## src/logic/crcscn_pkg.sv

```systemverilog
package crcscn_pkg;
   // Register byte offsets.
   localparam logic [7:0] OFS_ACC = 8'h00;
   localparam logic [7:0] OFS_POLY = 8'h04;
   localparam logic [7:0] OFS_DATA_HI = 8'h08;
   localparam logic [7:0] OFS_DATA_LO = 8'h0C;
   localparam logic [7:0] OFS_CONFIG = 8'h10;
   localparam logic [7:0] OFS_CONTROL = 8'h14;
   localparam logic [7:0] OFS_SWEEP_CTL = 8'h18;
   localparam logic [7:0] OFS_SWEEP_START = 8'h1C;
   localparam logic [7:0] OFS_SWEEP_END = 8'h20;
   localparam logic [7:0] OFS_IRQ_FLAGS = 8'h24;
   localparam logic [7:0] OFS_IRQ_ENABLES = 8'h28;
   // Control register fields.
   localparam int CTL_GO = 0;
   localparam int CTL_BUSY = 1;
   localparam int CTL_FULL = 2;
   localparam int CTL_TZMODE = 3;
   localparam int CTL_SHIFT = 4;
   // Config register fields.
   localparam int CFG_POLY_LEN_LSB = 0;
   localparam int CFG_WORD_LEN_LSB = 4;
   // Sweep control fields.
   localparam int SWP_GO = 0;
   localparam int SWP_EN = 1;
   localparam int SWP_MODE_LSB = 2;
   localparam int SWP_IRQ_MODE_LSB = 4;
   // Flag register fields.
   localparam int IRQ_CRC = 0;
   localparam int IRQ_SWEEP = 1;
   localparam logic [1:0] MODE_BURST = 2'h1;
   localparam logic [31:0] RESET_ZERO = 32'h0000_0000;

   typedef enum logic [1:0] {
      CRCSCN_IDLE = 2'b00,
      CRCSCN_SHIFT = 2'b01,
      CRCSCN_ZEROS = 2'b11
   } crcscn_state_t;

   typedef enum logic [1:0] {
      CRCSCN_SW_IDLE = 2'b00,
      CRCSCN_SW_WAIT = 2'b01,
      CRCSCN_SW_FETCH = 2'b11
   } crcscn_sweep_t;

   typedef struct packed {
      logic [3:0] word_length_minus_one;
      logic [3:0] poly_length_minus_two;
      logic trailing_zero_mode;
      logic shift_lsb;
   } crcscn_cfg_t;
endpackage : crcscn_pkg

```

## src/logic/crcscn_top.sv

```systemverilog
// Decided for this implementation: the register addresses and register access over AHB-Lite.
`timescale 1ns/1ps
// What this block does
// - Software may preload the 16-bit accumulator.
// - Polynomial register gives the feedback pattern.
// - Shift word_length_minus_one plus one bits per word.
// - Poly length minus two sets accumulator width.
// - Zero shifts appended only when trailing zero mode is off.
// - Shift direction picks MSB or LSB first.
// - Shifting starts only after checksum_go set.
// - Full bit shown; writers wait for zero.
// - Low data byte write starts the shift.
// - Scanner feeds words while sweep_go set.
// - Last word done clears busy, sets flag.
// - Disabling scanner resets state and clears sweep_go, keeps other registers.
// - Mode field takes four values; only burst mode has an effect.
// - Interrupt mode field held in sweep control.
// - Start and end addresses from registers.
// - Scanner waits for checksum_go before fetching.
// - End or unimplemented address stops the scan.
// - Software may clear sweep_go to abort.
// - Falling sweep_go raises the sweep interrupt.
// - Sweep flag cleared only by software.
// - Sweep interrupt gated by its enable bit.
// - Burst mode stalls the CPU while scanning.
module crcscn_top #(
   parameter int ADDR_W = 15,
   parameter int ACC_W = 16
) (
   // Clock and reset.
   input wire logic hclk,
   input wire logic hresetn,
   // AHB-Lite slave.
   input wire logic hsel,
   input wire logic [31:0] haddr,
   input wire logic [1:0] htrans,
   input wire logic hwrite,
   input wire logic [2:0] hsize,
   input wire logic [31:0] hwdata,
   input wire logic hready,
   output logic [31:0] hrdata,
   output logic hreadyout,
   output logic hresp,
   // Program memory port.
   output logic mem_req,
   output logic [ADDR_W-1:0] mem_addr,
   input wire logic mem_ack,
   input wire logic [15:0] mem_rdata,
   input wire logic mem_unimpl,
   // System.
   output logic cpu_stall,
   output logic sweep_irq
);
   ////////////////////////////////////////////////////////////////////////
   // Bus decode.
   logic wr_pend_q, wr_pend_d, rd_pend_q, rd_pend_d;
   logic [7:0] wr_addr_q, wr_addr_d, rd_addr_q, rd_addr_d;
   logic [7:0] rd_addr;
   logic wr_now;

   // A read waits one cycle, so a write landing on its address edge is seen.
   always_comb begin
      wr_pend_d = hsel && hready && htrans[1] && hwrite;
      rd_pend_d = hsel && hready && htrans[1] && !hwrite;
      wr_addr_d = (hsel && hready && htrans[1]) ? haddr[7:0] : wr_addr_q;
      rd_addr_d = rd_pend_d ? haddr[7:0] : rd_addr_q;
   end

   always_ff @(posedge hclk or negedge hresetn) begin
      if (!hresetn) begin
         wr_pend_q <= 1'b0;
         wr_addr_q <= 8'h00;
         rd_pend_q <= 1'b0;
         rd_addr_q <= 8'h00;
      end else begin
         wr_pend_q <= wr_pend_d;
         wr_addr_q <= wr_addr_d;
         rd_pend_q <= rd_pend_d;
         rd_addr_q <= rd_addr_d;
      end
   end

   assign wr_now = wr_pend_q;
   assign rd_addr = rd_addr_q;
   assign hreadyout = !rd_pend_q;
   assign hresp = 1'b0;

   function automatic logic wr_hit(input logic [7:0] a, input logic [7:0] ofs, input logic p);
      wr_hit = p && (a == ofs);
   endfunction : wr_hit

   ////////////////////////////////////////////////////////////////////////
   // Registers and engine state.
   logic [ACC_W-1:0] acc_q, acc_d, poly_q, poly_d, data_q, data_d, sh_q, sh_d;
   logic [7:0] hi_q, hi_d;
   crcscn_pkg::crcscn_cfg_t cfg_q, cfg_d;
   logic go_q, go_d, full_q, full_d, crc_if_q, crc_if_d;
   logic [4:0] cnt_q, cnt_d;
   crcscn_pkg::crcscn_state_t st_q, st_d;
   logic sg_q, sg_d, sen_q, sen_d, sif_q, sif_d, sie_q, sie_d;
   logic [1:0] smode_q, smode_d, sintm_q, sintm_d;
   logic [ADDR_W-1:0] sstart_q, sstart_d, send_q, send_d, sptr_q, sptr_d;
   crcscn_pkg::crcscn_sweep_t sw_q, sw_d;
   logic sweep_push, sweep_last, sg_fall;
   logic [15:0] width_mask;
   logic top_bit, in_bit, fb;
   logic [4:0] poly_top;
   logic busy, sif_clr;

   assign poly_top = 5'(cfg_q.poly_length_minus_two) + 5'h1;
   assign width_mask =
      16'((17'h1 << (6'(cfg_q.poly_length_minus_two) + 6'h2)) - 17'h1);
   assign busy = (st_q != crcscn_pkg::CRCSCN_IDLE) || (full_q && go_q);

   always_comb begin
      top_bit = acc_q[poly_top[3:0]];
      in_bit = (st_q == crcscn_pkg::CRCSCN_ZEROS) ? 1'b0 :
         (cfg_q.shift_lsb ? sh_q[0] : sh_q[cfg_q.word_length_minus_one]);
      fb = top_bit ^ (cfg_q.trailing_zero_mode ? in_bit : 1'b0);
   end

   always_comb begin
      acc_d = acc_q;
      poly_d = poly_q;
      data_d = data_q;
      hi_d = hi_q;
      cfg_d = cfg_q;
      go_d = go_q;
      full_d = full_q;
      crc_if_d = crc_if_q;
      cnt_d = cnt_q;
      st_d = st_q;
      sh_d = sh_q;
      // Register writes.
      if (wr_hit(wr_addr_q, crcscn_pkg::OFS_ACC, wr_now)) acc_d = hwdata[15:0];
      if (wr_hit(wr_addr_q, crcscn_pkg::OFS_POLY, wr_now)) poly_d = hwdata[15:0];
      if (wr_hit(wr_addr_q, crcscn_pkg::OFS_DATA_HI, wr_now)) hi_d = hwdata[7:0];
      if (wr_hit(wr_addr_q, crcscn_pkg::OFS_CONFIG, wr_now)) begin
         cfg_d.poly_length_minus_two = hwdata[crcscn_pkg::CFG_POLY_LEN_LSB +: 4];
         cfg_d.word_length_minus_one = hwdata[crcscn_pkg::CFG_WORD_LEN_LSB +: 4];
      end
      if (wr_hit(wr_addr_q, crcscn_pkg::OFS_CONTROL, wr_now)) begin
         go_d = hwdata[crcscn_pkg::CTL_GO];
         cfg_d.trailing_zero_mode = hwdata[crcscn_pkg::CTL_TZMODE];
         cfg_d.shift_lsb = hwdata[crcscn_pkg::CTL_SHIFT];
      end
      if (wr_hit(wr_addr_q, crcscn_pkg::OFS_IRQ_FLAGS, wr_now) && hwdata[crcscn_pkg::IRQ_CRC])
         crc_if_d = 1'b0;
      // Data word arrives on low byte write or from the scanner.
      if (sweep_push) begin
         data_d = mem_rdata;
         full_d = 1'b1;
      end else if (wr_hit(wr_addr_q, crcscn_pkg::OFS_DATA_LO, wr_now) && !full_q) begin
         data_d = {hi_q, hwdata[7:0]};
         full_d = 1'b1;
      end
      case (st_q)
         crcscn_pkg::CRCSCN_IDLE: begin
            if (go_q && full_q) begin
               sh_d = data_q;
               full_d = full_d && sweep_push;
               cnt_d = 5'(cfg_q.word_length_minus_one) + 5'h1;
               st_d = crcscn_pkg::CRCSCN_SHIFT;
            end
         end
         crcscn_pkg::CRCSCN_SHIFT, crcscn_pkg::CRCSCN_ZEROS: begin
            acc_d = (((acc_q << 1) | 16'(cfg_q.trailing_zero_mode ? 1'b0 : in_bit))
               ^ (fb ? poly_q : 16'h0000)) & width_mask;
            sh_d = cfg_q.shift_lsb ? (sh_q >> 1) : (sh_q << 1);
            cnt_d = cnt_q - 5'h1;
            if (cnt_q == 5'h1) begin
               if (full_q && go_q) begin
                  sh_d = data_q;
                  full_d = full_d && sweep_push;
                  cnt_d = 5'(cfg_q.word_length_minus_one) + 5'h1;
                  st_d = crcscn_pkg::CRCSCN_SHIFT;
               end else if (st_q == crcscn_pkg::CRCSCN_SHIFT && !cfg_q.trailing_zero_mode) begin
                  cnt_d = poly_top + 5'h1;
                  st_d = crcscn_pkg::CRCSCN_ZEROS;
               end else begin
                  crc_if_d = 1'b1;
                  st_d = crcscn_pkg::CRCSCN_IDLE;
               end
            end
         end
         default: st_d = crcscn_pkg::CRCSCN_IDLE;
      endcase
   end

   always_ff @(posedge hclk or negedge hresetn) begin
      if (!hresetn) begin
         acc_q <= 16'h0000;
         poly_q <= 16'h0000;
         data_q <= 16'h0000;
         sh_q <= 16'h0000;
         hi_q <= 8'h00;
         cfg_q <= '0;
         go_q <= 1'b0;
         full_q <= 1'b0;
         crc_if_q <= 1'b0;
         cnt_q <= 5'h00;
         st_q <= crcscn_pkg::CRCSCN_IDLE;
      end else begin
         acc_q <= acc_d;
         poly_q <= poly_d;
         data_q <= data_d;
         sh_q <= sh_d;
         hi_q <= hi_d;
         cfg_q <= cfg_d;
         go_q <= go_d;
         full_q <= full_d;
         crc_if_q <= crc_if_d;
         cnt_q <= cnt_d;
         st_q <= st_d;
      end
   end

   ////////////////////////////////////////////////////////////////////////
   // Memory scanner.
   assign sweep_push = (sw_q == crcscn_pkg::CRCSCN_SW_FETCH) && mem_ack && !mem_unimpl;
   assign sweep_last = sptr_q == send_q;
   assign sg_fall = sg_q && !sg_d;
   assign sif_clr = wr_hit(wr_addr_q, crcscn_pkg::OFS_IRQ_FLAGS, wr_now)
      && hwdata[crcscn_pkg::IRQ_SWEEP];

   always_comb begin
      sg_d = sg_q;
      sen_d = sen_q;
      smode_d = smode_q;
      sintm_d = sintm_q;
      sstart_d = sstart_q;
      send_d = send_q;
      sptr_d = sptr_q;
      sw_d = sw_q;
      sif_d = sif_q;
      sie_d = sie_q;
      if (wr_hit(wr_addr_q, crcscn_pkg::OFS_SWEEP_CTL, wr_now)) begin
         sg_d = hwdata[crcscn_pkg::SWP_GO];
         sen_d = hwdata[crcscn_pkg::SWP_EN];
         smode_d = hwdata[crcscn_pkg::SWP_MODE_LSB +: 2];
         sintm_d = hwdata[crcscn_pkg::SWP_IRQ_MODE_LSB +: 2];
      end
      if (wr_hit(wr_addr_q, crcscn_pkg::OFS_SWEEP_START, wr_now))
         sstart_d = hwdata[ADDR_W-1:0];
      if (wr_hit(wr_addr_q, crcscn_pkg::OFS_SWEEP_END, wr_now))
         send_d = hwdata[ADDR_W-1:0];
      if (wr_hit(wr_addr_q, crcscn_pkg::OFS_IRQ_ENABLES, wr_now))
         sie_d = hwdata[crcscn_pkg::IRQ_SWEEP];
      if (sif_clr) sif_d = 1'b0;
      case (sw_q)
         crcscn_pkg::CRCSCN_SW_IDLE: begin
            sptr_d = sstart_q;
            if (sg_q && sen_q) sw_d = crcscn_pkg::CRCSCN_SW_WAIT;
         end
         crcscn_pkg::CRCSCN_SW_WAIT: begin
            if (go_q && !full_q) sw_d = crcscn_pkg::CRCSCN_SW_FETCH;
         end
         crcscn_pkg::CRCSCN_SW_FETCH: begin
            if (mem_ack) begin
               if (mem_unimpl || sweep_last) begin
                  sg_d = 1'b0;
                  sw_d = crcscn_pkg::CRCSCN_SW_IDLE;
               end else begin
                  sptr_d = sptr_q + ADDR_W'(1);
                  sw_d = crcscn_pkg::CRCSCN_SW_WAIT;
               end
            end
         end
         default: sw_d = crcscn_pkg::CRCSCN_SW_IDLE;
      endcase
      if (!sen_d || !sg_d) sw_d = crcscn_pkg::CRCSCN_SW_IDLE;
      if (!sen_d) sg_d = 1'b0;
      if (sg_q && !sg_d) sif_d = 1'b1;
   end

   always_ff @(posedge hclk or negedge hresetn) begin
      if (!hresetn) begin
         sg_q <= 1'b0;
         sen_q <= 1'b0;
         smode_q <= 2'h0;
         sintm_q <= 2'h0;
         sstart_q <= '0;
         send_q <= '0;
         sptr_q <= '0;
         sw_q <= crcscn_pkg::CRCSCN_SW_IDLE;
         sif_q <= 1'b0;
         sie_q <= 1'b0;
      end else begin
         sg_q <= sg_d;
         sen_q <= sen_d;
         smode_q <= smode_d;
         sintm_q <= sintm_d;
         sstart_q <= sstart_d;
         send_q <= send_d;
         sptr_q <= sptr_d;
         sw_q <= sw_d;
         sif_q <= sif_d;
         sie_q <= sie_d;
      end
   end

   assign mem_req = sw_q == crcscn_pkg::CRCSCN_SW_FETCH;
   assign mem_addr = sptr_q;
   assign cpu_stall = sg_q && sen_q && (smode_q == crcscn_pkg::MODE_BURST);
   assign sweep_irq = sif_q && sie_q;

   ////////////////////////////////////////////////////////////////////////
   // Read data.
   logic [31:0] rd_d, rd_q;
   always_comb begin
      case (rd_addr)
         crcscn_pkg::OFS_ACC: rd_d = 32'(acc_q);
         crcscn_pkg::OFS_POLY: rd_d = 32'(poly_q);
         crcscn_pkg::OFS_DATA_HI: rd_d = 32'(hi_q);
         crcscn_pkg::OFS_DATA_LO: rd_d = 32'(data_q[7:0]);
         crcscn_pkg::OFS_CONFIG: rd_d = 32'({cfg_q.word_length_minus_one,
            cfg_q.poly_length_minus_two});
         crcscn_pkg::OFS_CONTROL: rd_d = 32'({cfg_q.shift_lsb, cfg_q.trailing_zero_mode,
            full_q, busy, go_q});
         crcscn_pkg::OFS_SWEEP_CTL: rd_d = 32'({sintm_q, smode_q, sen_q, sg_q});
         crcscn_pkg::OFS_SWEEP_START: rd_d = 32'(sstart_q);
         crcscn_pkg::OFS_SWEEP_END: rd_d = 32'(send_q);
         crcscn_pkg::OFS_IRQ_FLAGS: rd_d = 32'({sif_q, crc_if_q});
         crcscn_pkg::OFS_IRQ_ENABLES: rd_d = 32'({sie_q, 1'b0});
         default: rd_d = crcscn_pkg::RESET_ZERO;
      endcase
   end

   always_ff @(posedge hclk or negedge hresetn) begin
      if (!hresetn) rd_q <= 32'h0000_0000;
      else if (rd_pend_q) rd_q <= rd_d;
   end
   assign hrdata = rd_q;

   ////////////////////////////////////////////////////////////////////////
   // Checks.
   a_sweep_irq_gate: assert property (@(posedge hclk) disable iff (!hresetn)
      sweep_irq == (sif_q && sie_q)) else $error("sweep irq not gated");
   a_fall_sets_flag: assert property (@(posedge hclk) disable iff (!hresetn)
      $fell(sg_q) |-> sif_q) else $error("sweep flag not set on fall");
   a_fall_flag_next: assert property (@(posedge hclk) disable iff (!hresetn)
      sg_fall |=> (sif_q && !sg_q)) else $error("sweep fall not flagged");
   a_flag_sticky: assert property (@(posedge hclk) disable iff (!hresetn)
      $fell(sif_q) |-> $past(sif_clr)) else $error("sweep flag cleared by hardware");
   a_no_shift_nogo: assert property (@(posedge hclk) disable iff (!hresetn)
      (st_q == crcscn_pkg::CRCSCN_IDLE && !go_q) |=> st_q == crcscn_pkg::CRCSCN_IDLE)
      else $error("shift without go");
   a_fetch_needs_go: assert property (@(posedge hclk) disable iff (!hresetn)
      $rose(mem_req) |-> go_q) else $error("fetch before crc go");
   a_disable_idle: assert property (@(posedge hclk) disable iff (!hresetn)
      !sen_q |=> sw_q == crcscn_pkg::CRCSCN_SW_IDLE) else $error("scanner alive disabled");
   a_end_stops: assert property (@(posedge hclk) disable iff (!hresetn)
      (mem_req && mem_ack && sweep_last) |=> !sg_q) else $error("scan did not stop");
   a_burst_stall: assert property (@(posedge hclk) disable iff (!hresetn)
      (wr_hit(wr_addr_q, crcscn_pkg::OFS_SWEEP_CTL, wr_now) && hwdata[crcscn_pkg::SWP_GO]
      && hwdata[crcscn_pkg::SWP_EN]
      && hwdata[crcscn_pkg::SWP_MODE_LSB +: 2] == crcscn_pkg::MODE_BURST) |=> cpu_stall)
      else $error("burst not stalling");
endmodule : crcscn_top

```

## config.mk

```make
export PLATFORM = sky130hd
export DESIGN_NAME = crcscn_top
export DESIGN_NICKNAME = d
export VERILOG_FILES = /design/src/logic/crcscn_pkg.sv /design/src/logic/crcscn_top.sv
export SDC_FILE = /design/constraint.sdc
export NUM_CORES = 1
export LEC_CHECK = 0
export BUFFER_PORTS_ARGS = -buffer_cell sky130_fd_sc_hd__buf_4
export CELL_PAD_IN_SITES_DETAIL_PLACEMENT = 1
export CELL_PAD_IN_SITES_GLOBAL_PLACEMENT = 1
export CORE_ASPECT_RATIO = 1.25
export CORE_UTILIZATION = 33
export CTS_CLUSTER_SIZE = 28
export DETAILED_ROUTE_END_ITERATION = 12
export PLACE_DENSITY = 0.66
export SYNTH_ARGS = -nofsm -noshare
export SYNTH_HDL_FRONTEND = slang
export SYNTH_SLANG_ARGS = --single-unit
```

## constraint.sdc

```tcl
create_clock -name hclk -period 3.5 [get_ports hclk]
set_input_delay 1.05 -clock hclk [delete_from_list [all_inputs] [get_ports hclk]]
set_output_delay 1.05 -clock hclk [all_outputs]
set_load 0.02 [all_outputs]
```

======== Yosys cells after proc, flatten, opt, wreduce, memory -nomap -nowiden ========
Index checks and enable logic that the tools add are counted.
Widths: inputs -> output; s select.
operators by class
  add/sub/neg operators ................... 7
  magnitude comparators ................... 2
  equal/unequal tests ..................... 34
  shift-type cells ........................ 1
  muxes and demuxes ....................... 56
  bitwise logic cells ..................... 4
  reductions and logical operators ........ 54
operator list
  operator               count
  $pmux 16 s11           1
  $mux 16                9
  $eq 8x5->1 const B     8
  $eq 8x6->1 const B     6
  $eq 8x4->1 const B     4
  $pmux 16 s2            1
  $mux 15                2
  $pmux 15 s2            1
  $logic_and 1x1->1      28
  $mux 1                 24
  $mux 5                 4
  $and 16x16->16         1
  $eq 8x3->1 const B     2
  $logic_not 8->1        2
  $mux 2                 8
  $or 16x1->16           1
  $shl 1x5->16 const A   1
  $sub 16x1->16 const B  1
  $xor 16x16->16         1
  $add 15x1->15 const B  1
  $eq 15x15->1           1
  $reduce_bool 2->1      6
  $add 4x1->5 const B    2
  $lt 4x5->1 const B     2
  other kinds (22)       41
word-level totals
  register bits ........................... 197
  input bits .............................. 92

======== Logic depth before layout (Yosys ltp) ========
Gate-level depths: netlist of the first run.
  depth after elaboration ................. 10
  mapped depth ............................ 13
  depth with buffers taken out ............ 12

======== Worst setup path before layout of the first run ========
OpenSTA, ideal clock, no wires.
  path type ............................... register to register
  start ................................... reg cfg_q[2] (netlist name)
  end ..................................... reg acc_q[7]
  data arrival time ....................... 2936 ps
  data required time ...................... 3431 ps
  setup slack ............................. 494 ps
  stages on the path, launching flop included .. 13
  path buffers ............................ 3
  period minus slack after synthesis ...... 3006 ps
  cell sequence ........................... dfrtp_1 -> buf_2 -> inv_1 -> ha_1 -> clkbuf_1 -> mux4_2 -> mux2_2 -> nand2_1 -> o41ai_4 -> xor2_2 -> buf_6 -> mux2_1 -> nand3_1
between the ends
  word-level cells in the longest chain between the ends .. 8
  elaborated cells on any way between the ends .. 11
  classes of those cells .................. add/sub (3); shift (1); mux (4); bitwise (3)
RTL lines
  element                       RTL line           source
  start, declared               crcscn_top.sv:96   crcscn_pkg::crcscn_cfg_t cfg_q, cfg_d;
  start signal, assigned        crcscn_top.sv:209  cfg_q <= cfg_d;
  $add 4x1->5                   crcscn_top.sv:110  assign poly_top = 5'(cfg_q.poly_length_minus_two) + 5'h1;
  $bmux 1 s4                    crcscn_top.sv:116  top_bit = acc_q[poly_top[3:0]];
  $mux 1 (not written as such)  crcscn_top.sv:116
  $xor 1x1->1                   crcscn_top.sv:119  fb = top_bit ^ (cfg_q.trailing_zero_mode ? in_bit : 1'b0);
  $mux 16                       crcscn_top.sv:168  ^ (fb ? poly_q : 16'h0000)) & width_mask;
  $xor 16x16->16                crcscn_top.sv:168
  $and 16x16->16 *              crcscn_top.sv:168
  $mux 16 *                     crcscn_top.sv:157  case (st_q)
  end signal, assigned          crcscn_top.sv:192  acc_q <= 16'h0000;
  end signal, assigned          crcscn_top.sv:204  acc_q <= acc_d;
  end, declared                 crcscn_top.sv:94   logic [ACC_W-1:0] acc_q, acc_d, poly_q, poly_d, data_q, data_d, sh_q, sh_d;
Mark *: on every way between the ends. The rest lies on a longest branch, timed or not. The select of a mux whose other input is x is not followed.
A chain may end at the register's enable or synchronous reset.

======== Worst setup path after layout of the first run ========
  start ................................... reg cfg_q[6] (netlist name)
  end ..................................... reg acc_q[8]
between the ends
  word-level cells in the longest chain between the ends .. 10
RTL lines
  element                       RTL line           source
  $bmux 1 s4                    crcscn_top.sv:118  (cfg_q.shift_lsb ? sh_q[0] : sh_q[cfg_q.word_length_minus_one]);
  $mux 1 (not written as such)  crcscn_top.sv:118
  $mux 1                        crcscn_top.sv:118
  $mux 1                        crcscn_top.sv:117  in_bit = (st_q == crcscn_pkg::CRCSCN_ZEROS) ? 1'b0 :
  $mux 1                        crcscn_top.sv:119
  $xor 1x1->1                   crcscn_top.sv:119
  $mux 16                       crcscn_top.sv:168
  $xor 16x16->16                crcscn_top.sv:168
  $and 16x16->16                crcscn_top.sv:168
  $mux 16                       crcscn_top.sv:157
Every way passes these cells. The select of a mux whose other input is x is not followed.

==> results of run 1 <==
==> power by group <==
group | total [W] | leakage, nW | internal, W | switching, W
clock | 0.00209 | 0.301 | 0.00110 | 0.000990
combinational | 0.00215 | 2.57 | 0.000937 | 0.00121
sequential | 0.00289 | 2.24 | 0.00241 | 0.000475
==> per-stage QoR <==
stage          cells  worst slack (ns)  hold WS, ns
6_report        1550             0.534        0.497
5_1_grt         1550             0.329        0.511
4_1_cts         1550             0.494        0.501
3_5_place_dp    1518             0.511        0.478
3_3_place_gp    1518             0.549        0.471
2_1_floorplan   1066             0.494        0.466
==> critical path, stage by stage (launching register included) <==
cell     delay (ns)
dfrtp_1        0.69
mux4_2         0.58
a22o_1         0.23
o31ai_2        0.32
nor2_1         0.13
xor2_2         0.16
buf_4          0.22
nor4b_1        0.16
or3_1          0.35
==> cells in the final DEF (no fill, tap or decap), types with 7 or more instances in the layout <==
cell         n
inv_1       27
xor2_1      13
nor3_1       9
a21oi_1     65
a221oi_1    14
nor2b_1      8
or3_1        8
nand2_1    106
clkbuf_16   17
nand3_1     37
nand3b_1    12
conb_1      17
xnor2_1     15
o21ai_0     67
nor3b_1     22
mux2i_1     44
dfrtp_1    181
a22oi_1     15
o2bb2ai_1   15
mux2_2      90
buf_4      121
mux4_2       8
nor2_1      63
ha_1        15
a22o_1      14
a31oi_1      7
o22ai_1     17
==> kinds of logic after synthesis <==
logic type | Yosys count
other | 1
and+or+nand+nor | 315
adders and majority gates | 15
xor gates and xnor gates | 30
AOI/OAI and AO/OA | 256
DFF | 181
buffers and inverters | 106
muxes | 146
==> metal layers <==
metal	share of wire [%]	GRT usage, %
met3	3.5	2.56
met2	50	36.6
met4	2.9	8.56
met1	43	28.0
met5	0	0
==> flip-flops by register name (all words and copies together), names as in the netlist, 2 cells and up <==
name and count:
st_q 2, sh_q 16, data_q 16, wr_addr_q 8, hrdata 16, cnt_q 5
hi_q 8, send_q 15, smode_q 2, cfg_q 10, sintm_q 2, sw_q 2
acc_q 16, rd_addr 8, sstart_q 15, poly_q 16, mem_addr 15
==> worst paths after layout <==
| kind | slack, ns | startpoint | depth (start not counted) | endpoint |
|---|---|---|---|---|
| worst max register to register | 0.53 | cfg_q[6]$_DFFE_PN0P_ | 8 | acc_q[8]$_DFFE_PN0P_ |
| min in group asynchronous | 0.65 | hresetn | 1 | wr_addr_q[4]$_DFFE_PN0P_ |
| max in group asynchronous | 2.11 | hresetn | 2 | cfg_q[5]$_DFFE_PN0P_ |
| worst min register to register | 0.50 | hrdata[6]$_DFFE_PN0P_ | 1 | hrdata[6]$_DFFE_PN0P_ |
| worst max-delay path | 0.53 | cfg_q[6]$_DFFE_PN0P_ | 8 | acc_q[8]$_DFFE_PN0P_ |
| worst min-delay path | 0.50 | hrdata[6]$_DFFE_PN0P_ | 1 | hrdata[6]$_DFFE_PN0P_ |
==> cell type report <==
| cell class | instances | area [um^2] |
|---|---|---|
| clock inverter | 15 | 209 |
| timing repair buffer | 123 | 942 |
| multi-input combinational | 779 | 5510 |
| tap | 407 | 509 |
| sequential | 181 | 4530 |
| fill | 3538 | 18800 |
| inverter | 28 | 105 |
| clock buffer | 17 | 425 |
==> metrics.json, run 1 <==
{
  "final_core_occ_pct": 39.5,
  "core.rowCount": 72,
  "xor_xnor_share_of_the_synthesized_area_pct": 2.67,
  "worstSetupEndpointType": "flip-flop",
  "detail_route.wirelength_um": 34100,
  "grt_first_pass_wirelength_um": 53500,
  "maxSlewHeadroom_pct": 42.0,
  "grt_antenna_before_repair": 0,
  "fin_crit_ns": 2.97,
  "setup_tns_ns": 0,
  "synthesis.yosys.warnings": 0,
  "floorplan.core_area_um2": 31000,
  "maxCapViolations": 0,
  "cts_made_buffers": 17,
  "finish.instance_area_um2": 12200,
  "firstDrtPassIters": 6,
  "synth_async_sr_flop_share_pct": 100,
  "synth-simple-area-share_pct": 15.2,
  "gp_congestion": 0.869,
  "critPathLaunchType": "flip-flop",
  "synth_top_cells_by_area": "dfrtp_1 (43%), mux2_2 (9.7%), mux2i_1 (4.2%)",
  "synthMuxAreaShare_pct": 16.1,
  "die_height_um": 201,
  "grt_use_total_pct": 21.6,
  "slew_viol_final": 0,
  "postSynthRegisterBits": 181,
  "synth-seq-area-share_pct": 43.5,
  "layout_cell_share_with_drive_strength_beyond_1_pct": 23.9,
  "drt_iter0_drc": 494,
  "post_synth_fa_ha_maj_area_fraction_pct": 1.80,
  "synth_enable_flop_cells": 0,
  "cts_root_buf": "clkbuf_16",
  "drc": 0,
  "synth_compound_gate_area_share_pct": 16.1,
  "synth.most_common_cell": "dfrtp_1",
  "clkSlewWorstSetupHoldPaths_ns": 0.08,
  "io_pins": 144,
  "setup_violations": 0,
  "grt_setup_unrepaired": "false",
  "cts_repair_resize_count": 0,
  "cts.sinks": 181,
  "synthesis.area_per_instance_um2": 9.92,
  "largest_net_degree_at_the_start_of_global_routing": 80,
  "port_buffers": 82,
  "worst-path-max-fanout": 16,
  "timing.critical_path.required_ns": 3.83,
  "final.period_utilization_pct": 84.7,
  "achievable-frequency_mhz": 337,
  "die_area_um2": 32300,
  "cellPowerDensity_nw_per_um2": 583,
  "hpwlAfterDp_um": 25200,
  "finalNetCount": 1237,
  "n_antenna_cell": 0,
  "detailed_place.area_um2": 11600,
  "synth.distinct_cells": 72,
  "status": "finished clean",
  "die_x_um": 161,
  "wire_per_inst_um": 22.0,
  "p_total_w": 0.00713,
  "grt_pass1_vias": 9079,
  "path_class": "reg -> reg",
  "post_synth_inst_count": 1050,
  "slew_worst_pin_ns": 0.867,
  "hp-class": "reg -> reg",
  "clock_insertion_delay_worst_skew_ns": 0.45,
  "area_growth_from_synthesis_to_final_layout_pct": 17.3,
  "vias": 8735,
  "htreeDepth": 4,
  "worst_ir_drop_vdd_v": 0.000343,
  "cts-root-to-sink-buffers": 2,
  "netlist_area_um2": 10400,
  "postCtsHoldBufs": 0,
  "worst_clock_skew_ns": 0.0144,
  "antenna_violating_nets_post_route": 0,
  "globalRouteOverflowTotal": 0,
  "combinational_family_with_the_most_area_after_synthesis": "multiplexers",
  "cts_tree": "built",
  "start_util_pct": 33.6,
  "synth_top_cell_by_area": "dfrtp_1",
  "synth-main-ff-cell": "dfrtp_1",
  "synth_common_cells": "dfrtp_1 (181), nand2_1 (106), mux2_2 (90), a21oi_1 (67), o21ai_0 (67)",
  "ratio_of_routed_vias_to_standard_cells": 5.64,
  "hold_viol_final": 0,
  "cp_data_arrival_time_ns": 3.29,
  "postCtsSetupRepairBufs": 0,
  "static_leakage_power_nw": 5.11,
  "post-synth-top-area-fraction_pct": 43.5
}
No activity file was read; power rests on OpenSTA's default activity.
==> inputs of run 2 (changes only) <==
--- a/config.mk
+++ b/config.mk
@@ -12,7 +12,7 @@
 export CORE_UTILIZATION = 33
 export CTS_CLUSTER_SIZE = 28
 export DETAILED_ROUTE_END_ITERATION = 12
-export PLACE_DENSITY = 0.66
+export PLACE_DENSITY = 0.68
 export SYNTH_ARGS = -nofsm -noshare
 export SYNTH_HDL_FRONTEND = slang
 export SYNTH_SLANG_ARGS = --single-unit
==> constraint.sdc (replaced) <==
create_clock -name hclk -period 2.65 [get_ports hclk]
set_input_delay 0.795 -clock hclk [delete_from_list [all_inputs] [get_ports hclk]]
set_output_delay 0.795 -clock hclk [all_outputs]
set_load 0.02 [all_outputs]
==> run 2 against run 1 <==
The run now ends with negative setup slack left. Flip-flop and latch count unchanged. First-iteration DRC count decreased by 0.40%. Wire length increased by 0.99%. Die area unchanged. Largest power group unchanged.
==> metrics.json, run 2 (synthesized netlist as in run 1, its figures left out) <==
{
  "most-common-layout-cells": "dfrtp_1 (179), buf_4 (148), nand2_1 (104)",
  "maxSlewHeadroom": {"value": 49.1, "unit": "%", "change": "+7.1 points"},
  "die_x": {"value": 161, "unit": "um", "change": "unchanged"},
  "core.rowCount": {"value": 72, "change": "unchanged"},
  "timing.critical_path.cells": "inv_8 > ha_4 > mux4_2 > mux2_4 > nand2_4 > o41ai_4 > xor2_4 > buf_6 > mux2_4 > nand3_2",
  "achievable-frequency": {"value": 377, "unit": "MHz", "change": "+12%"},
  "cts_tree": "built",
  "critPathLaunchType": "flip-flop",
  "p_sw_share": {"value": 37.8, "unit": "%", "change": "+0.22 points"},
  "status": "finished, violations left",
  "hp-class": "in -> async",
  "start_util": {"value": 33.6, "unit": "%", "change": "unchanged"},
  "wire_per_inst": {"value": 21.8, "unit": "um", "change": "-0.99%"},
  "p_int": {"value": 0.00601, "unit": "W", "change": "+35%"},
  "hold_viol_final": {"value": 0, "change": "unchanged"},
  "cts_made_buffers": {"value": 17, "change": "unchanged"},
  "cellPowerDensity": {"value": 766, "unit": "nW/um^2", "change": "+31%"},
  "setup_violations": {"value": 3, "change": "+3"},
  "floorplan.core_area": {"value": 31000, "unit": "um^2", "change": "unchanged"},
  "clkSlewWorstSetupHoldPaths": {"value": 0.08, "unit": "ns", "change": "about the same"},
  "drt_iter0_drc": {"value": 492, "change": "-0.40%"},
  "final_common_cell": "dfrtp_1",
  "r2r_end": "acc_q[15]$_DFFE_PN0P_",
  "slew_worst_pin": {"value": 0.764, "unit": "ns", "change": "-0.103 ns"},
  "static_leakage_power": {"value": 5.33, "unit": "nW", "change": "+4.2%"},
  "final.period_utilization": {"value": 100, "unit": "%", "change": "+15 points"},
  "seq_area": {"value": 4530, "unit": "um^2", "change": "about the same"},
  "crit-reg2reg-launch": "cfg_q[2]$_DFFE_PN0P_",
  "firstDrtPassIters": {"value": 5, "change": "-1"},
  "die_height": {"value": 201, "unit": "um", "change": "unchanged"},
  "placement.setup.worst_slack": {"value": -0.186, "unit": "ns", "change": "-0.697 ns"},
  "multi_input_comb_area": {"value": 5650, "unit": "um^2", "change": "+2.7%"},
  "detail_route.wirelength": {"value": 34500, "unit": "um", "change": "+0.99%"},
  "vias": {"value": 8913, "change": "+2.0%"},
  "grt_antenna_before_repair": {"value": 0, "change": "unchanged"},
  "hold_slack_final": {"value": 0.312, "unit": "ns", "change": "-0.185 ns"},
  "largest_net_degree_at_the_start_of_global_routing": {"value": 56, "change": "-30%"},
  "timing.critical_path.required": {"value": 3.03, "unit": "ns", "change": "-0.80 ns"},
  "area_growth_from_synthesis_to_final_layout_pct": 21.1,
  "n_antenna_cell": {"value": 0, "change": "unchanged"},
  "maxCapViolations": {"value": 0, "change": "unchanged"},
  "layout_cell_share_with_drive_strength_beyond_1": {"value": 27.9, "unit": "%", "change": "+4.1 points"},
  "critical_path_s_slowest_cell": "dfrtp_2",
  "cts-root-to-sink-buffers": {"value": 2, "change": "unchanged"},
  "grt_use_total": {"value": 21.9, "unit": "%", "change": "+0.28 points"},
  "ratio_of_routed_vias_to_standard_cells": {"value": 5.64, "change": "about the same"},
  "worst_ir_drop_vdd": {"value": 0.000458, "unit": "V", "change": "+33%"},
  "cts.sinks": {"value": 181, "change": "unchanged"},
  "slew_viol_final": {"value": 0, "change": "unchanged"},
  "p_total": {"value": 0.00966, "unit": "W", "change": "+36%"},
  "num-fill-cells": {"value": 3528, "change": "-0.28%"},
  "critPathMaxStageDelay": {"value": 0.48, "unit": "ns", "change": "-0.21 ns"},
  "worst-path-max-fanout": {"value": 7, "change": "-9"},
  "finalWorstSetupSlack": {"value": -0.00471, "unit": "ns", "change": "-0.539 ns"},
  "failed_checks": "negative setup slack",
  "worst_clock_skew": {"value": 0.0127, "unit": "ns", "change": "-0.00175 ns"},
  "antenna_violating_nets_post_route": {"value": 0, "change": "unchanged"},
  "hpwlAfterDp": {"value": 25900, "unit": "um", "change": "+2.8%"},
  "gp_congestion": {"value": 0.882, "change": "+1.5%"},
  "p_seq_share": {"value": 38.5, "unit": "%", "change": "-2.0 points"},
  "combPwrFrac": {"value": 33.6, "unit": "%", "change": "+3.4 points"},
  "clock_insertion_delay_worst_skew": {"value": 0.45, "unit": "ns", "change": "about the same"},
  "globalRouteOverflowTotal": {"value": 0, "change": "unchanged"},
  "path_class": "reg -> reg",
  "crit_top_cell": "mux2_4",
  "clockPowerShare": {"value": 27.8, "unit": "%", "change": "-1.5 points"},
  "grt_pass1_vias": {"value": 9260, "change": "+2.0%"},
  "grt_setup_unrepaired": "true",
  "dp_cells": {"value": 1546, "change": "+1.8%"},
  "switching_power": {"value": 0.00365, "unit": "W", "change": "+36%"},
  "layoutNonFillerInstCount": {"value": 1581, "change": "+2.0%"},
  "die_area": {"value": 32300, "unit": "um^2", "change": "unchanged"},
  "cp_data_arrival_time": {"value": 3.04, "unit": "ns", "change": "-0.25 ns"},
  "io_pins": {"value": 144, "change": "unchanged"},
  "r2r_setup_slack": {"value": -0.005, "unit": "ns", "change": "-0.54 ns"},
  "worstSetupEndpointType": "flip-flop",
  "setup_tns": {"value": -0.0110, "unit": "ns", "change": "-0.0110 ns"},
  "htreeDepth": {"value": 4, "change": "unchanged"},
  "finalNetCount": {"value": 1268, "change": "+2.5%"},
  "grt_first_pass_wirelength": {"value": 54600, "unit": "um", "change": "+2.2%"},
  "reg2reg_depth": {"value": 10, "change": "+2"},
  "drc": {"value": 0, "change": "unchanged"},
  "port_buffers": {"value": 82, "change": "unchanged"},
  "fin_crit": {"value": 2.65, "unit": "ns", "change": "-0.311 ns"},
  "cts_root_buf": "clkbuf_16"
}
## run 2: worst max-delay path, delay by kind of cell (launching register included)
family                   cells  cell delay [ns]
multiplexers                 3             1.09
adder cells (fa/ha/maj)      1             0.27
XOR/XNOR                     1             0.30
buffers and inverters        2             0.23
AND/OR/NAND/NOR              2             0.13
AO/OA/AOI/OAI                1             0.11
flip-flops                   1             0.48
## run 2: how the worst max path moves through the flow
stage	startpoint	to	slack, ns
final	cfg_q[2]$_DFFE_PN0P_	acc_q[15]$_DFFE_PN0P_	-0.005
after global routing	cfg_q[2]$_DFFE_PN0P_	acc_q[1]$_DFFE_PN0P_	-0.08
after CTS	cfg_q[2]$_DFFE_PN0P_	acc_q[15]$_DFFE_PN0P_	-0.11
after detailed placement	cfg_q[2]$_DFFE_PN0P_	acc_q[1]$_DFFE_PN0P_	-0.19
after global placement	cfg_q[2]$_DFFE_PN0P_	acc_q[7]$_DFFE_PN0P_	-0.11
after floorplan	cfg_q[2]$_DFFE_PN0P_	acc_q[7]$_DFFE_PN0P_	-0.02
## run 2: metrics by stage
stage               utilization, %  instance area (um^2)
floorplan                        -                 10600
global placement              38.3                 11900
detailed placement            38.3                 11900
CTS                           40.5                 12600
global route                  40.7                 12600
finish                        40.7                 12600
## run 2: area by class of cell
class,count,area share (%)
clock buffers,18,3.40
clock inverters,14,1.48
inverters,28,0.892
multi-input cells,779,44.8
flip-flops and latches,181,35.9
well taps,407,4.04
repair buffers,154,9.48
## run 2: power groups by stage
stage               Sequential (W)  Combinational [W]  Clock, W
floorplan                  0.00357            0.00218         0
global placement           0.00375            0.00304         0
detailed placement         0.00377            0.00316         0
CTS                        0.00372            0.00323   0.00272
global route               0.00378            0.00358   0.00282
finish                     0.00372            0.00325   0.00269
## run 2: metal layers
metal  vias up  share of wire, %  global-route usage (%)
met1      4579                43                    28.1
met3        59               3.7                    3.00
li1       4043                 -                       -
met4         0               2.7                    7.28
met5         -                 0                       0
met2       232                50                    37.7
## run 2: timing repair
| action | CTS | global route |
|---|---|---|
| setup endpoints to repair | 13 | 16 |
| setup buffers | 2 | 2 |
| hold buffers | 0 | 0 |
| pin swaps | 11 | 6 |
| gates resized for setup | 15 | 10 |
==> inputs of run 3 (changes only) <==
--- a/config.mk
+++ b/config.mk
@@ -9,10 +9,10 @@
 export CELL_PAD_IN_SITES_DETAIL_PLACEMENT = 1
 export CELL_PAD_IN_SITES_GLOBAL_PLACEMENT = 1
 export CORE_ASPECT_RATIO = 1.25
-export CORE_UTILIZATION = 33
+export CORE_UTILIZATION = 39
 export CTS_CLUSTER_SIZE = 28
 export DETAILED_ROUTE_END_ITERATION = 12
-export PLACE_DENSITY = 0.68
+export PLACE_DENSITY = 0.78
 export SYNTH_ARGS = -nofsm -noshare
 export SYNTH_HDL_FRONTEND = slang
 export SYNTH_SLANG_ARGS = --single-unit
==> run 3 against run 2 <==
The run now ends clean. Fmax increased by 0.19%. Flip-flop and latch count stayed put. Sequential share of layout area increased by 0.13 points. Highest routed layer is now met5.
==> metrics.json, run 3 (synthesized netlist as in run 1, its figures left out) <==
{
  "status": "finished clean",
  "largest_net_degree_at_the_start_of_global_routing": {"value": 60, "change": "+7.1%"},
  "start_util": {"value": 39.8, "unit": "%", "change": "+6.2 points"},
  "grt_use_total": {"value": 26.4, "unit": "%", "change": "+4.5 points"},
  "firstDrtPassIters": {"value": 6, "change": "+1"},
  "drt_iter0_drc": {"value": 563, "change": "+14%"},
  "htreeDepth": {"value": 4, "change": "unchanged"},
  "worst-path-max-fanout": {"value": 12, "change": "+5"},
  "critical_path.n_buffers_inverters": {"value": 2, "change": "unchanged"},
  "cts_made_buffers": {"value": 17, "change": "unchanged"},
  "r2r_end": "acc_q[8]$_DFFE_PN0P_",
  "cts_root_buf": "clkbuf_16",
  "final.period_utilization": {"value": 100, "unit": "%", "change": "-0.19 points"},
  "die_height": {"value": 185, "unit": "um", "change": "-7.9%"},
  "grt_setup_unrepaired": "true",
  "wire_per_inst": {"value": 23.0, "unit": "um", "change": "+5.5%"},
  "hold_viol_final": {"value": 0, "change": "unchanged"},
  "p_total": {"value": 0.00982, "unit": "W", "change": "+1.7%"},
  "r2r_setup_slack": {"value": 0.0003, "unit": "ns", "change": "about the same"},
  "most-common-layout-cells": "dfrtp_1 (179), buf_4 (151), nand2_1 (105)",
  "globalRouteOverflowTotal": {"value": 0, "change": "unchanged"},
  "layout_cell_share_with_drive_strength_beyond_1": {"value": 28.2, "unit": "%", "change": "+0.29 points"},
  "n_antenna_cell": {"value": 0, "change": "unchanged"},
  "timing.critical_path.cells": "inv_2 > ha_4 > mux4_2 > mux2_4 > nand2_4 > o41ai_4 > xor2_2 > buf_12 > nor4b_4 > or3_1",
  "port_buffers": {"value": 82, "change": "unchanged"},
  "finalWorstSetupSlack": {"value": 0.000317, "unit": "ns", "change": "+0.00502 ns"},
  "cts_tree": "built",
  "io_pins": {"value": 144, "change": "unchanged"},
  "crit-reg2reg-launch": "cfg_q[3]$_DFFE_PN0P_",
  "finish.instance_area": {"value": 12600, "unit": "um^2", "change": "-0.36%"},
  "clock_insertion_delay_worst_skew": {"value": 0.44, "unit": "ns", "change": "about the same"},
  "grt_antenna_before_repair": {"value": 1, "change": "+1"},
  "ratio_of_routed_vias_to_standard_cells": {"value": 5.98, "change": "+6.1%"},
  "cts-root-to-sink-buffers": {"value": 2, "change": "unchanged"},
  "maxCapViolations": {"value": 0, "change": "unchanged"},
  "setup_tns": {"value": 0, "unit": "ns", "change": "+0.0110 ns"},
  "drc": {"value": 0, "change": "unchanged"},
  "antenna_violating_nets_post_route": {"value": 0, "change": "unchanged"},
  "cp_data_arrival_time": {"value": 2.96, "unit": "ns", "change": "-0.08 ns"},
  "achievable-frequency": {"value": 377, "unit": "MHz", "change": "+0.19%"},
  "core.rowCount": {"value": 66, "change": "-8.3%"},
  "area_growth_from_synthesis_to_final_layout_pct": 20.7,
  "floorplan.core_area": {"value": 26200, "unit": "um^2", "change": "-16%"},
  "critPathLaunchType": "flip-flop",
  "die_x": {"value": 148, "unit": "um", "change": "-7.9%"},
  "vias": {"value": 9068, "change": "+1.7%"},
  "clkSlewWorstSetupHoldPaths": {"value": 0.08, "unit": "ns", "change": "about the same"},
  "setup_violations": {"value": 0, "change": "-3"},
  "finalNetCount": {"value": 1271, "change": "+0.24%"},
  "grt_first_pass_wirelength": {"value": 55100, "unit": "um", "change": "+0.85%"},
  "slew_viol_final": {"value": 0, "change": "unchanged"},
  "static_leakage_power": {"value": 5.36, "unit": "nW", "change": "+0.57%"},
  "hpwlAfterDp": {"value": 25100, "unit": "um", "change": "-3.0%"},
  "placement.setup.worst_slack": {"value": -0.117, "unit": "ns", "change": "+0.0691 ns"},
  "gp_congestion": {"value": 0.887, "change": "+0.64%"},
  "worstSetupEndpointType": "flip-flop",
  "path_class": "reg -> reg",
  "worst_clock_skew": {"value": 0.0202, "unit": "ns", "change": "+0.00756 ns"},
  "maxSlewHeadroom": {"value": 52.2, "unit": "%", "change": "+3.1 points"},
  "dp_cells": {"value": 1478, "change": "-4.4%"},
  "layoutNonFillerInstCount": {"value": 1516, "change": "-4.1%"},
  "detailed_place.area": {"value": 11800, "unit": "um^2", "change": "-0.66%"},
  "cts.sinks": {"value": 181, "change": "unchanged"},
  "critical_path_s_slowest_cell": "mux4_2",
  "reg2reg_depth": {"value": 10, "change": "unchanged"},
  "die_area": {"value": 27400, "unit": "um^2", "change": "-15%"},
  "timing.critical_path.required": {"value": 2.96, "unit": "ns", "change": "-0.07 ns"},
  "worst_ir_drop_vdd": {"value": 0.000460, "unit": "V", "change": "+0.60%"},
  "slew_worst_pin": {"value": 0.711, "unit": "ns", "change": "-0.0531 ns"},
  "cellPowerDensity": {"value": 781, "unit": "nW/um^2", "change": "+2.0%"},
  "grt_pass1_vias": {"value": 9567, "change": "+3.3%"},
  "cpLargestDelayFamily": "multiplexers",
  "critPathMaxStageDelay": {"value": 0.49, "unit": "ns", "change": "about the same"},
  "final_common_cell": "dfrtp_1",
  "fin_crit": {"value": 2.65, "unit": "ns", "change": "-0.00502 ns"},
  "detail_route.wirelength": {"value": 34900, "unit": "um", "change": "+1.2%"},
  "hp-class": "in -> async"
}
-- run 3: cell count changes in the layout (fill, tap and decap cells not counted), moves of 2 or more --
cell      before  now
buf_6          4    2
buf_4        148  151
a221oi_2       1    3
xor2_2         0    2
buf_12         2    4
a221oi_1      13   11
clkinv_8       4    2
-- run 3: per-stage QoR --
stage | util (%) | hold slack, ns
after detailed placement | 45.1 | 0.482
after global routing | 48.0 | 0.377
after CTS | 47.6 | 0.361
after floorplan | - | 0.466
final | 48.0 | 0.348
after global placement | 45.1 | 0.477
-- run 3: how the worst max path moves through the flow --
| stage | start | end | slack, ns | cells past startpoint |
|---|---|---|---|---|
| finish | cfg_q[3]$_DFFE_PN0P_ | acc_q[8]$_DFFE_PN0P_ | 0.0003 | 10 |
| global route | cfg_q[3]$_DFFE_PN0P_ | acc_q[8]$_DFFE_PN0P_ | -0.07 | 10 |
| CTS | cfg_q[3]$_DFFE_PN0P_ | acc_q[9]$_DFFE_PN0P_ | -0.04 | 10 |
| detailed placement | cfg_q[3]$_DFFE_PN0P_ | acc_q[10]$_DFFE_PN0P_ | -0.12 | 12 |
| global placement | cfg_q[3]$_DFFE_PN0P_ | acc_q[10]$_DFFE_PN0P_ | -0.02 | 13 |
| floorplan | cfg_q[2]$_DFFE_PN0P_ | acc_q[7]$_DFFE_PN0P_ | -0.02 | 12 |
-- run 3: routing by layer --
layer	routed length, um	vias to the layer above	GRT usage (%)
met4	1480	2	12.3
met1	14200	4667	32.8
met5	18	-	0
met3	1550	74	3.17
li1	-	4034	-
met2	17600	291	45.6
-- run 3: power breakdown --
part	leakage, nW	switching, W	internal (W)
clock	0.289	0.00124	0.00144
sequential	2.24	0.000553	0.00319
combinational	2.83	0.00186	0.00154
-- run 3: what timing repair did --
| action | CTS | global route |
|---|---|---|
| setup endpoints to repair | 9 | 14 |
| buffers inserted | 3 | 4 |
| pin swaps | 1 | 2 |
| hold buffers | 0 | 0 |
| gates resized for setup | 9 | 16 |
-- run 3: cell type report --
class,instances,area [um^2]
Clock inverter,14,186
Sequential cell,181,4530
Clock buffer,17,425
Fill cell,2923,13600
Inverter,28,113
Timing Repair Buffer,157,1240
Multi-Input combinational cell,779,5660
Tap cell,340,425
